[src/csc_regs.svh]
// register offsets, field positions, reset values and counts of the socket bank
// assumes byte addresses on a 32-bit register bus
`ifndef CSC_REGS_SVH
`define CSC_REGS_SVH

`define CSC_OFF_EVENT       6'h00
`define CSC_OFF_MASK        6'h04
`define CSC_OFF_PRESENT     6'h08
`define CSC_OFF_FORCE       6'h0c
`define CSC_OFF_POWER       6'h10
`define CSC_OFF_CLOCK       6'h20

`define CSC_RESET_WORD      32'h0000_0000

// empty-socket pin levels: detects and sense pulled high, run line held low by us
`define CSC_SYNC_IDLE       7'h0f
`define CSC_DETECT_IDLE     2'h3

`define CSC_B_PWRCYC        3
`define CSC_B_CD2           2
`define CSC_B_CD1           1
`define CSC_B_STSCHG        0
`define CSC_B_SOCK3V        29
`define CSC_B_SOCK5V        28
`define CSC_B_VSTEST        14
`define CSC_B_CARD3V        11
`define CSC_B_CARD5V        10
`define CSC_B_ILLVCC        9
`define CSC_B_LOST          8
`define CSC_B_UNREC         7
`define CSC_B_CB            5
`define CSC_B_B16           4
`define CSC_B_SDIS          1
`define CSC_B_CSTOP         0

`define CSC_VCC_LSB         4
`define CSC_CODE_OFF        3'h0
`define CSC_CODE_12V        3'h1
`define CSC_CODE_5V         3'h2
`define CSC_CODE_3V         3'h3

`define CSC_STOP_CLOCKS     3'h4

`endif

[src/csc_pkg.sv]
// types of the socket status and control bank
// assumes csc_regs.svh for the numbers
package csc_pkg;

   typedef enum logic [1:0] {
      CSC_CLK_RUN,
      CSC_CLK_STOPPING,
      CSC_CLK_STOPPED
   } csc_clk_state_t;

   typedef struct packed {
      logic [6:0]     sync1;
      logic [6:0]     sync2;
      logic [1:0]     cd_prev;
      logic           sts_prev;
      logic           pwr_prev;
      logic           present_prev;
      logic [3:0]     evt;
      logic [3:0]     msk;
      logic           card3v;
      logic           card5v;
      logic           vs_ok;
      logic           illvcc;
      logic           lost;
      logic           unrec;
      logic           cb;
      logic           b16;
      logic [2:0]     vcc;
      logic [2:0]     vpp;
      logic           sdis;
      logic           cstop;
      logic [7:0]     div;
      logic           card_bus_clock;
      logic [2:0]     stop_cnt;
      csc_clk_state_t clk_st;
      logic           ack;
      logic [31:0]    rdata;
   } csc_state_t;

endpackage

[src/csc_socket_bank.sv]
// socket event, mask, present-state, force, power and card clock registers
// assumes an avalon-mm master on clk_i and card pins from outside this clock
//
// What this block does
// - power cycle enable zero blocks its interrupt
// - detect mask 00 blocks, 11 allows; flags set
// - status pin enable gates; cleared on removal, reset
// - present bits report socket 3.3V and 5V
// - card voltage flags decoded from sense, detect
// - no 5V vcc applied to 32-bit bus card
// - flag software vcc request outside detected range
// - flag data lost on removal mid transfer
// - unrecognized flag held until recognizable card
// - card type flags steer interface, held
// - power cycle bit shows powered interface
// - mirror live detect and status change pins
// - force address stores nothing, writes other registers
// - retest bit resamples pins, refreshes voltage flags
// - forced voltage flag blocks vcc until retest
// - forced flags pass; type flags ignored with card
// - forced event bits set events only, zero ignored
// - vcc codes off, 5V, 3.3V; others reserved
// - vpp codes off, 12V, 5V, 3.3V; rest reserved
// - start disable stops clock unless card runs it
// - clock stop drives run line high, stops after 4
// - reserved bits read zero, all but socket and pin bits reset zero
//
// Our own choice: the Avalon-MM slave port.
`include "csc_regs.svh"
`timescale 1ns/100ps
`default_nettype none

module csc_socket_bank
   import csc_pkg::*;
#(
   parameter bit         SOCK_3V   = 1'b1,
   parameter bit         SOCK_5V   = 1'b1,
   parameter int unsigned CARD_BUS_CLOCK_HALF = 4
) (
   input  wire logic        clk_i,
   input  wire logic        resetn_i,
   input  wire logic [5:0]  avs_address_i,
   input  wire logic        avs_read_i,
   input  wire logic        avs_write_i,
   input  wire logic [31:0] avs_writedata_i,
   input  wire logic [3:0]  avs_byteenable_i,
   output var  logic [31:0] avs_readdata_o,
   output var  logic        avs_waitrequest_o,
   input  wire logic        card_detect_first_n_i,
   input  wire logic        card_detect_second_n_i,
   input  wire logic [1:0]  card_voltage_sense_i,
   input  wire logic        card_status_change_pin_i,
   input  wire logic        card_clock_run_n_i,
   output var  logic        card_clock_run_n_o,
   output var  logic        card_clock_run_n_oe_o,
   output var  logic        card_bus_clock_o,
   input  wire logic        power_good_i,
   input  wire logic        xfer_pending_i,
   output var  logic [2:0]  vcc_request_o,
   output var  logic [2:0]  vpp_request_o,
   output var  logic        mode_cardbus_o,
   output var  logic        mode_16bit_o,
   output var  logic        status_change_irq_o
);

   initial begin
      if (CARD_BUS_CLOCK_HALF < 1 || CARD_BUS_CLOCK_HALF > 255)
         $error("CARD_BUS_CLOCK_HALF must lie in 1..255");
   end

   localparam logic [7:0] HALF_M1 = 8'(CARD_BUS_CLOCK_HALF - 1);

   // synchronisers and edge memories start at the empty-socket pin levels,
   // so a release of reset shows no phantom insertion, removal or detect event
   localparam csc_state_t ST_RESET = '{
      sync1:   `CSC_SYNC_IDLE,
      sync2:   `CSC_SYNC_IDLE,
      cd_prev: `CSC_DETECT_IDLE,
      clk_st:  CSC_CLK_RUN,
      default: '0
   };

   csc_state_t st_reg;
   csc_state_t st_next;

   // synchronised pins: [0] cd1 [1] cd2 [3:2] sense [4] status [5] clkrun [6] power
   logic       cd1_s, cd2_s, sts_s, clkrun_n_s, pwr_s, present_s;
   logic [1:0] vs_s;
   logic       wr_acc, rd_acc;
   logic [31:0] wmask, wdat;
   logic       vcc_legal, retest, sample;
   logic [31:0] present_word;

   assign cd1_s      = st_reg.sync2[0];
   assign cd2_s      = st_reg.sync2[1];
   assign vs_s       = st_reg.sync2[3:2];
   assign sts_s      = st_reg.sync2[4];
   assign clkrun_n_s = st_reg.sync2[5];
   assign pwr_s      = st_reg.sync2[6];
   assign present_s  = ~cd1_s & ~cd2_s;

   // one wait state: reads sample on the edge that drops waitrequest, writes take effect on the edge after
   assign wr_acc = avs_write_i & ~avs_read_i & st_reg.ack;
   assign rd_acc = avs_read_i & ~avs_write_i;
   assign wmask  = {{8{avs_byteenable_i[3]}}, {8{avs_byteenable_i[2]}},
                    {8{avs_byteenable_i[1]}}, {8{avs_byteenable_i[0]}}};
   assign wdat   = avs_writedata_i & wmask;
   assign avs_waitrequest_o = (avs_read_i | avs_write_i) & ~st_reg.ack;
   assign avs_readdata_o    = st_reg.rdata;

   // power may only go on after a real sense of the pins and a legal code
   always_comb begin
      vcc_legal = 1'b0;
      case (st_reg.vcc)
         `CSC_CODE_OFF: vcc_legal = 1'b1;
         `CSC_CODE_5V:  vcc_legal = st_reg.card5v & ~st_reg.cb;
         `CSC_CODE_3V:  vcc_legal = st_reg.card3v;
         default:       vcc_legal = 1'b0;
      endcase
   end

   always_comb begin
      present_word = `CSC_RESET_WORD;
      present_word[`CSC_B_SOCK3V] = SOCK_3V;
      present_word[`CSC_B_SOCK5V] = SOCK_5V;
      present_word[`CSC_B_CARD3V] = st_reg.card3v;
      present_word[`CSC_B_CARD5V] = st_reg.card5v;
      present_word[`CSC_B_ILLVCC] = st_reg.illvcc;
      present_word[`CSC_B_LOST]   = st_reg.lost;
      present_word[`CSC_B_UNREC]  = st_reg.unrec;
      present_word[`CSC_B_CB]     = st_reg.cb;
      present_word[`CSC_B_B16]    = st_reg.b16;
      present_word[`CSC_B_PWRCYC] = pwr_s & (vcc_request_o != `CSC_CODE_OFF);
      present_word[`CSC_B_CD2]    = cd2_s;
      present_word[`CSC_B_CD1]    = cd1_s;
      present_word[`CSC_B_STSCHG] = sts_s;
   end

   assign vcc_request_o = (st_reg.vs_ok & present_s & vcc_legal) ? st_reg.vcc
                                                                  : `CSC_CODE_OFF;
   assign vpp_request_o = (st_reg.vs_ok & present_s & ~st_reg.vpp[2]) ? st_reg.vpp
                                                                       : `CSC_CODE_OFF;
   assign mode_cardbus_o = st_reg.cb;
   assign mode_16bit_o   = st_reg.b16;
   assign status_change_irq_o =
        (st_reg.evt[`CSC_B_PWRCYC] & st_reg.msk[`CSC_B_PWRCYC])
      | (|(st_reg.evt[2:1] & st_reg.msk[2:1]))
      | (st_reg.evt[`CSC_B_STSCHG] & st_reg.msk[`CSC_B_STSCHG]);
   assign card_bus_clock_o     = st_reg.card_bus_clock;
   assign card_clock_run_n_oe_o = ~st_reg.sdis | st_reg.cstop;
   assign card_clock_run_n_o    = st_reg.cstop;

   // ****************************************************************
   // next state
   // ****************************************************************
   always_comb begin
      st_next = st_reg;
      st_next.sync1 = {power_good_i, card_clock_run_n_i, card_status_change_pin_i,
                       card_voltage_sense_i, card_detect_second_n_i,
                       card_detect_first_n_i};
      st_next.sync2 = st_reg.sync1;
      st_next.cd_prev      = {cd2_s, cd1_s};
      st_next.sts_prev     = sts_s;
      st_next.pwr_prev     = present_word[`CSC_B_PWRCYC];
      st_next.present_prev = present_s;
      st_next.ack   = (avs_read_i | avs_write_i) & ~st_reg.ack;
      retest = wr_acc & (avs_address_i == `CSC_OFF_FORCE) & wdat[`CSC_B_VSTEST];
      sample = (present_s & ~st_reg.present_prev) | retest;

      // software side first, hardware sets after so that a set wins
      if (wr_acc) begin
         case (avs_address_i)
            `CSC_OFF_EVENT: st_next.evt = st_reg.evt & ~wdat[3:0];
            `CSC_OFF_MASK:  st_next.msk = wdat[3:0];
            `CSC_OFF_FORCE: begin
               if (wmask[`CSC_B_CARD3V]) begin
                  st_next.card3v = wdat[`CSC_B_CARD3V];
                  st_next.card5v = wdat[`CSC_B_CARD5V];
                  st_next.vs_ok  = 1'b0;
               end
               if (wmask[`CSC_B_ILLVCC]) begin
                  st_next.illvcc = wdat[`CSC_B_ILLVCC];
               end
               if (wmask[`CSC_B_LOST]) begin
                  st_next.lost   = wdat[`CSC_B_LOST];
               end
               if (wmask[`CSC_B_UNREC] && !present_s) begin
                  st_next.unrec = wdat[`CSC_B_UNREC];
                  st_next.cb    = wdat[`CSC_B_CB];
                  st_next.b16   = wdat[`CSC_B_B16];
               end
            end
            `CSC_OFF_POWER: begin
               st_next.vcc = wdat[`CSC_VCC_LSB +: 3];
               st_next.vpp = wdat[2:0];
            end
            `CSC_OFF_CLOCK: begin
               st_next.sdis  = wdat[`CSC_B_SDIS];
               st_next.cstop = wdat[`CSC_B_CSTOP];
            end
            default: ;
         endcase
      end
      if (rd_acc && !st_reg.ack) begin
         case (avs_address_i)
            `CSC_OFF_EVENT:   st_next.rdata = {28'h0, st_reg.evt};
            `CSC_OFF_MASK:    st_next.rdata = {28'h0, st_reg.msk};
            `CSC_OFF_PRESENT,
            `CSC_OFF_FORCE:   st_next.rdata = present_word;
            `CSC_OFF_POWER:   st_next.rdata = {25'h0, st_reg.vcc, 1'b0, st_reg.vpp};
            `CSC_OFF_CLOCK:   st_next.rdata = {30'h0, st_reg.sdis, st_reg.cstop};
            default:          st_next.rdata = `CSC_RESET_WORD;
         endcase
      end

      // illegal code is judged against the sensed capability
      if (wr_acc && avs_address_i == `CSC_OFF_POWER && wmask[`CSC_VCC_LSB]) begin
         case (wdat[`CSC_VCC_LSB +: 3])
            `CSC_CODE_OFF: ;
            `CSC_CODE_5V:  st_next.illvcc = st_next.illvcc | ~st_reg.card5v | st_reg.cb;
            `CSC_CODE_3V:  st_next.illvcc = st_next.illvcc | ~st_reg.card3v;
            default:       st_next.illvcc = 1'b1;
         endcase
      end

      // sense pins decode: 00 16-bit 5V, 01 16-bit dual, 10 32-bit 3V, 11 unknown
      if (sample) begin
         st_next.vs_ok  = 1'b1;
         st_next.card3v = vs_s[0] ^ vs_s[1];
         st_next.card5v = ~vs_s[1];
         if (vs_s == 2'b11) begin
            st_next.unrec  = 1'b1;
            st_next.card3v = 1'b0;
            st_next.card5v = 1'b0;
         end else begin
            st_next.unrec = 1'b0;
            st_next.cb    = vs_s[1];
            st_next.b16   = ~vs_s[1];
         end
      end

      if (!present_s && st_reg.present_prev) begin
         st_next.msk[`CSC_B_STSCHG] = 1'b0;
         st_next.vs_ok = 1'b0;
         if (xfer_pending_i) begin
            st_next.lost = 1'b1;
         end
      end

      // event flags: hardware and forced sets win over the clear above
      if (cd1_s != st_reg.cd_prev[0]) st_next.evt[`CSC_B_CD1] = 1'b1;
      if (cd2_s != st_reg.cd_prev[1]) st_next.evt[`CSC_B_CD2] = 1'b1;
      if (sts_s && !st_reg.sts_prev)  st_next.evt[`CSC_B_STSCHG] = 1'b1;
      if (present_word[`CSC_B_PWRCYC] && !st_reg.pwr_prev) begin
         st_next.evt[`CSC_B_PWRCYC] = 1'b1;
      end
      if (wr_acc && avs_address_i == `CSC_OFF_FORCE) begin
         st_next.evt = st_next.evt | wdat[3:0];
      end

      // ****************************************************************
      // card clock
      // ****************************************************************
      case (st_reg.clk_st)
         CSC_CLK_RUN: begin
            if (st_reg.cstop) begin
               st_next.clk_st   = CSC_CLK_STOPPING;
               st_next.stop_cnt = 3'h0;
            end else if (st_reg.sdis && clkrun_n_s && !st_reg.card_bus_clock) begin
               st_next.clk_st = CSC_CLK_STOPPED;
            end
         end
         CSC_CLK_STOPPING: begin
            if (st_reg.card_bus_clock && st_reg.div == HALF_M1) begin
               st_next.stop_cnt = st_reg.stop_cnt + 3'h1;
               if (st_reg.stop_cnt + 3'h1 == `CSC_STOP_CLOCKS) begin
                  st_next.clk_st = CSC_CLK_STOPPED;
               end
            end
         end
         CSC_CLK_STOPPED: begin
            if (!st_reg.cstop && (!st_reg.sdis || !clkrun_n_s)) begin
               st_next.clk_st = CSC_CLK_RUN;
            end
         end
         default: st_next.clk_st = CSC_CLK_RUN;
      endcase
      // the clock parks low; a start-disable stop taken as the divider wraps still lets one clk_i-cycle pulse out
      if (st_reg.clk_st == CSC_CLK_STOPPED) begin
         st_next.div  = 8'h00;
         st_next.card_bus_clock = 1'b0;
      end else if (st_reg.div == HALF_M1) begin
         st_next.div  = 8'h00;
         st_next.card_bus_clock = ~st_reg.card_bus_clock;
      end else begin
         st_next.div = st_reg.div + 8'h01;
      end
   end

   always_ff @(posedge clk_i or negedge resetn_i) begin
      if (!resetn_i) begin
         st_reg <= ST_RESET;
      end else begin
         st_reg <= st_next;
      end
   end

   // ****************************************************************
   // checks
   // ****************************************************************
   logic [3:0] stop_edges;
   always_ff @(posedge clk_i or negedge resetn_i) begin
      if (!resetn_i) begin
         stop_edges <= 4'h0;
      end else if (st_reg.clk_st != CSC_CLK_STOPPING) begin
         stop_edges <= 4'h0;
      end else if (st_reg.card_bus_clock && st_reg.div == HALF_M1) begin
         stop_edges <= stop_edges + 4'h1;
      end
   end
endmodule // csc_socket_bank

`default_nettype wire

[config.mk]
export PLATFORM = sky130hd
export DESIGN_NAME = csc_socket_bank
export DESIGN_NICKNAME = d
export VERILOG_FILES = /design/src/csc_pkg.sv /design/src/csc_socket_bank.sv
export VERILOG_INCLUDE_DIRS = /design/src
export SDC_FILE = /design/constraint.sdc
export NUM_CORES = 1
export LEC_CHECK = 0
export BUFFER_PORTS_ARGS = -buffer_cell sky130_fd_sc_hd__buf_2
export CORE_MARGIN = 1
export CORE_UTILIZATION = 56
export DETAILED_ROUTE_END_ITERATION = 10
export GPL_TIMING_DRIVEN = 0
export PLACE_DENSITY = 0.85
export RECOVER_POWER = 25
export SLEW_MARGIN = 20
export SYNTH_ARGS = -nofsm -noshare
export SYNTH_HDL_FRONTEND = slang
export SYNTH_SLANG_ARGS = --single-unit
[constraint.sdc]
create_clock -name clk_i -period 2.97 [get_ports clk_i]
set_input_delay 0.1485 -clock clk_i [delete_from_list [all_inputs] [get_ports clk_i]]
set_output_delay 0.1485 -clock clk_i [all_outputs]
set_load 0.01 [all_outputs]
==> impl_summary.log <==
[metrics] class of the tightest hold or removal check: input port to flip-flop
[metrics] Worst setup EP type: output port
[metrics] Worst Path Arrival: 2.29 ns
[metrics] depth of the CTS H-tree: 3
[metrics] WHS: 0.03524 ns
[metrics] final wirelength: 6.996 mm
[metrics] FF+latch area: 1789 um2
[metrics] TritonCTS clock tree: yes
[metrics] standby leakage power: 2.097 nW
[metrics] Die Outline Area: 6500 um2
[metrics] Ant. Diodes: 0
[metrics] Final Hold Vio Count: 0
[metrics] biggest fanout along the worst timing path: 6
[metrics] status: finished, violations left
[metrics] initial core utilization: 0.5813
[metrics] DRC Markers: 0
[metrics] YS warnings: 0
[metrics] FFs w/ async S/R, synth: 1.000
[metrics] area occupied by multi-input gates: 1383 um2
[metrics] final critical-path setup slack: 0.5365 ns
[metrics] met2 layer usage reported by global route: 0.3669
[metrics] synthesized instance count: 323
[metrics] routed vias: 2603
[metrics] aggregate negative setup slack: 0 ns
[metrics] Final ANT Viol Nets: 0
[metrics] worst setup path endpoint: vcc_request_o[0]
[metrics] area of the core: 5956 um2
[metrics] transition time at the pin with the least slew margin: 1.824 ns
[metrics] destination of the worst register-to-register timing path: st_reg[44]
[metrics] buffers inserted by post-CTS timing repair: 0
[metrics] clock net sink count: 71
[metrics] initial drt markers: 173
[metrics] number of CTS-inserted buffers: 9
[metrics] Top FF cell, synth: sky130_fd_sc_hd__dfrtp_1
[metrics] Startpoint Class: flip-flop
[metrics] root buffer cell: sky130_fd_sc_hd__clkbuf_8
[metrics] Std-Cell Rows: 28
[metrics] Ports: 99
[metrics] CTS Buffer Depth: 2
[metrics] vias per std cell: 5.237
[metrics] data required time at the worst endpoint: 2.82 ns
[metrics] worst relative slew slack: -0.2159
[metrics] antenna violations before repair: 0
[metrics] final weighted congestion of routability-driven global placement: 0.8630
[metrics] Power Density: 593.2 nW/um2
[metrics] die height: 80.63 um
[metrics] Pre-Repair DR Iteration Count: 5
[metrics] number of filler cells placed in the layout: 435
[metrics] wire length of the first global-routing pass: 11.45 mm
[metrics] flip-flop count of the largest register after layout: 37
[metrics] count of input and output buffers: 55
[metrics] post-DP HPWL: 5.208 mm
[metrics] violated checks: max-capacitance violations, max-slew violations
[metrics] unrepaired setup endpoints after global routing: false
[metrics] post-route minimum period: 2.434 ns
[metrics] setup slack, reg-to-reg: 0.67 ns
[metrics] area grow syn2layout: 22.77%
[metrics] R2R cell count: 6
[metrics] Setup-failing EPs final: 0
[metrics] number of global-route vias before repair: 2453
[metrics] drt wl/cell: 14.08 um
[metrics] GR peak layer: met2
[metrics] Final Slew Violations: 34
[metrics] Max Freq: 410.9 MHz
[metrics] largest net degree at the start of global routing: 39
[metrics] met3 global-route usage: 0.07386
[metrics] setup clock skew after layout: 0.009932 ns
[metrics] fraction of the yosys area taken by sequential cells: 0.5168
[metrics] overall overflow remaining after global route: 0
[metrics] max-capacitance violation count: 1
[metrics] CP Launch Point: cd1_s
[metrics] worst setup slack before clock tree synthesis: 0.6678 ns
[metrics] origin of the critical flop-to-flop path: st_reg[39]
[metrics] overall power: 0.002521 W
[metrics] Reg clk slew, reported paths: 0.07 ns
[metrics] Mapped Area: 3462 um2
[metrics] Skew-Pair Late Insertion Delay: 0.35 ns
[metrics] synth unique cells: 53
[metrics] crit path kind: flip-flop to output port
[metrics] number of flops mapped to enable cells by yosys: 0
[metrics] met1 usage: 0.3208
[metrics] Synth Register Bits: 71
[metrics] ratio of final minimum period to clock period: 0.8194
[metrics] Post-layout nets: 475
[metrics] syn avg cell area: 10.72 um2
[metrics] total global routing track utilization: 0.2406
[metrics] floorplan die width: 80.63 um
[metrics] Max rail drop VDD: 359.3 uV
[metrics] fraction of final layout cells sized beyond drive strength 1: 0.3057
## logic make-up after synthesis
group | count (synthesis) | share of synthesized area
AND/OR/NAND/NOR | 105 | 0.1728
flip-flops | 71 | 0.5168
buffers and inverters | 58 | 0.1044
AO/OA/AOI/OAI | 53 | 0.1034
multiplexers | 20 | 0.05891
XOR/XNOR | 10 | 0.02530
adder cells (fa/ha/maj) | 5 | 0.01735
other | 1 | 0.001083
## Yosys cell counts, types with 2 or more instances
| master | n | share of area |
|---|---|---|
| sky130_fd_sc_hd__nand4b_1 | 2 | 0.0051 |
| sky130_fd_sc_hd__a32oi_1 | 2 | 0.0051 |
| sky130_fd_sc_hd__o21ai_0 | 22 | 0.032 |
| sky130_fd_sc_hd__nor3b_1 | 4 | 0.0087 |
| sky130_fd_sc_hd__nor3_1 | 3 | 0.0043 |
| sky130_fd_sc_hd__o221ai_1 | 2 | 0.0051 |
| sky130_fd_sc_hd__xnor2_1 | 4 | 0.010 |
| sky130_fd_sc_hd__mux2_2 | 3 | 0.0098 |
| sky130_fd_sc_hd__and2_1 | 4 | 0.0072 |
| sky130_fd_sc_hd__a21o_1 | 2 | 0.0043 |
| sky130_fd_sc_hd__a222oi_1 | 2 | 0.0058 |
| sky130_fd_sc_hd__dfrtp_1 | 61 | 0.44 |
| sky130_fd_sc_hd__buf_6 | 2 | 0.0065 |
| sky130_fd_sc_hd__or4_4 | 2 | 0.0065 |
| sky130_fd_sc_hd__nand2b_1 | 2 | 0.0036 |
| sky130_fd_sc_hd__dfstp_2 | 10 | 0.076 |
| sky130_fd_sc_hd__buf_4 | 34 | 0.074 |
| sky130_fd_sc_hd__inv_1 | 13 | 0.014 |
| sky130_fd_sc_hd__a21oi_1 | 6 | 0.0087 |
| sky130_fd_sc_hd__a22oi_1 | 2 | 0.0043 |
| sky130_fd_sc_hd__a22o_1 | 5 | 0.013 |
| sky130_fd_sc_hd__ha_1 | 4 | 0.014 |
| sky130_fd_sc_hd__nor2_1 | 17 | 0.018 |
| sky130_fd_sc_hd__clkbuf_1 | 8 | 0.0087 |
| sky130_fd_sc_hd__mux2i_1 | 17 | 0.049 |
| sky130_fd_sc_hd__nor4_4 | 2 | 0.012 |
| sky130_fd_sc_hd__nor2b_1 | 6 | 0.011 |
| sky130_fd_sc_hd__and3_1 | 4 | 0.0072 |
| sky130_fd_sc_hd__o211ai_1 | 2 | 0.0043 |
| sky130_fd_sc_hd__nand3_1 | 15 | 0.022 |
| sky130_fd_sc_hd__nand4_1 | 2 | 0.0036 |
| sky130_fd_sc_hd__nand2_1 | 32 | 0.035 |
| sky130_fd_sc_hd__or3b_2 | 2 | 0.0051 |
| sky130_fd_sc_hd__xor2_1 | 6 | 0.015 |
## worst min path at each step
| stage | slack (ns) | cells after the start | end | start |
|---|---|---|---|---|
| 2_1_floorplan | -0.15 | 0 | avs_readdata_o[0] | resetn_i |
| 3_3_place_gp | 0.25 | 1 | st_next[77] | card_detect_second_n_i |
| 3_5_place_dp | 0.12 | 1 | avs_readdata_o[28] | resetn_i |
| 4_1_cts | 0.02 | 3 | present_word[8] | avs_writedata_i[8] |
| 5_1_grt | 0.02 | 3 | present_word[9] | avs_writedata_i[9] |
| 6_report | 0.04 | 3 | present_word[9] | avs_writedata_i[9] |
## worst max-delay path, stage by stage (launching register included)
cell	delay [ns]
sky130_fd_sc_hd__dfstp_1	0.44
sky130_fd_sc_hd__or3b_2	0.54
sky130_fd_sc_hd__a2111oi_0	0.61
sky130_fd_sc_hd__and2_1	0.23
sky130_fd_sc_hd__buf_2	0.13
## cells in the final DEF, fill, tap and decap left out, drive strengths merged, types with 3 or more instances in the layout
| master | count |
|---|---|
| mux2i | 17 |
| dfstp | 10 |
| and3 | 4 |
| nor2b | 6 |
| mux2 | 3 |
| xnor2 | 4 |
| dfrtp | 61 |
| nand2 | 32 |
| nor4 | 4 |
| nor3 | 4 |
| bufinv | 3 |
| nand3 | 15 |
| conb | 20 |
| buf | 92 |
| dlygate4sd3 | 8 |
| a21oi | 7 |
| nor2 | 17 |
| xor2 | 6 |
| inv | 13 |
| a22o | 5 |
| or4 | 3 |
| o21ai | 22 |
| clkbuf | 22 |
| ha | 4 |
| nor3b | 4 |
| and2 | 4 |
## per-stage QoR
| stage | instance area, um2 | instances | utilization |
|---|---|---|---|
| after CTS | 4254 | 497 | 0.7143 |
| final | 4250 | 497 | 0.7137 |
| after global routing | 4250 | 497 | 0.7137 |
| after global placement | 3902 | 472 | 0.6553 |
| after floorplan | 3533 | 342 | - |
| after detailed placement | 3925 | 473 | 0.6590 |
## metal layers
metal	vias up	part of all wire
met5	-	0
met4	0	0.011
met3	8	0.056
met2	93	0.49
met1	1246	0.44
li1	1256	-
## layout make-up
cell class                 instances  share of cell area
clock buffer                      13             0.03739
sequential                        71              0.4210
clock inverter                     3             0.02120
timing repair buffer              64             0.08802
multi-input combinational        213              0.3253
tap                               75             0.02208
inverter                          13             0.01148
buffer                            45             0.07359
## what timing repair did
item / 4_1_cts / 5_1_grt
gates resized for setup: 0 / 0
endpoints found under the hold margin: 40 / 0
hold buffers: 8 / 0
## report_power, final
| part | switching, W | total, W | internal, W | leakage (nW) |
|---|---|---|---|---|
| Sequential | 0.0000942 | 0.00116 | 0.00107 | 0.872 |
| Clock | 0.000342 | 0.000947 | 0.000605 | 0.124 |
| Combinational | 0.000224 | 0.000411 | 0.000187 | 1.10 |
Power figures use the tool's default switching activity.
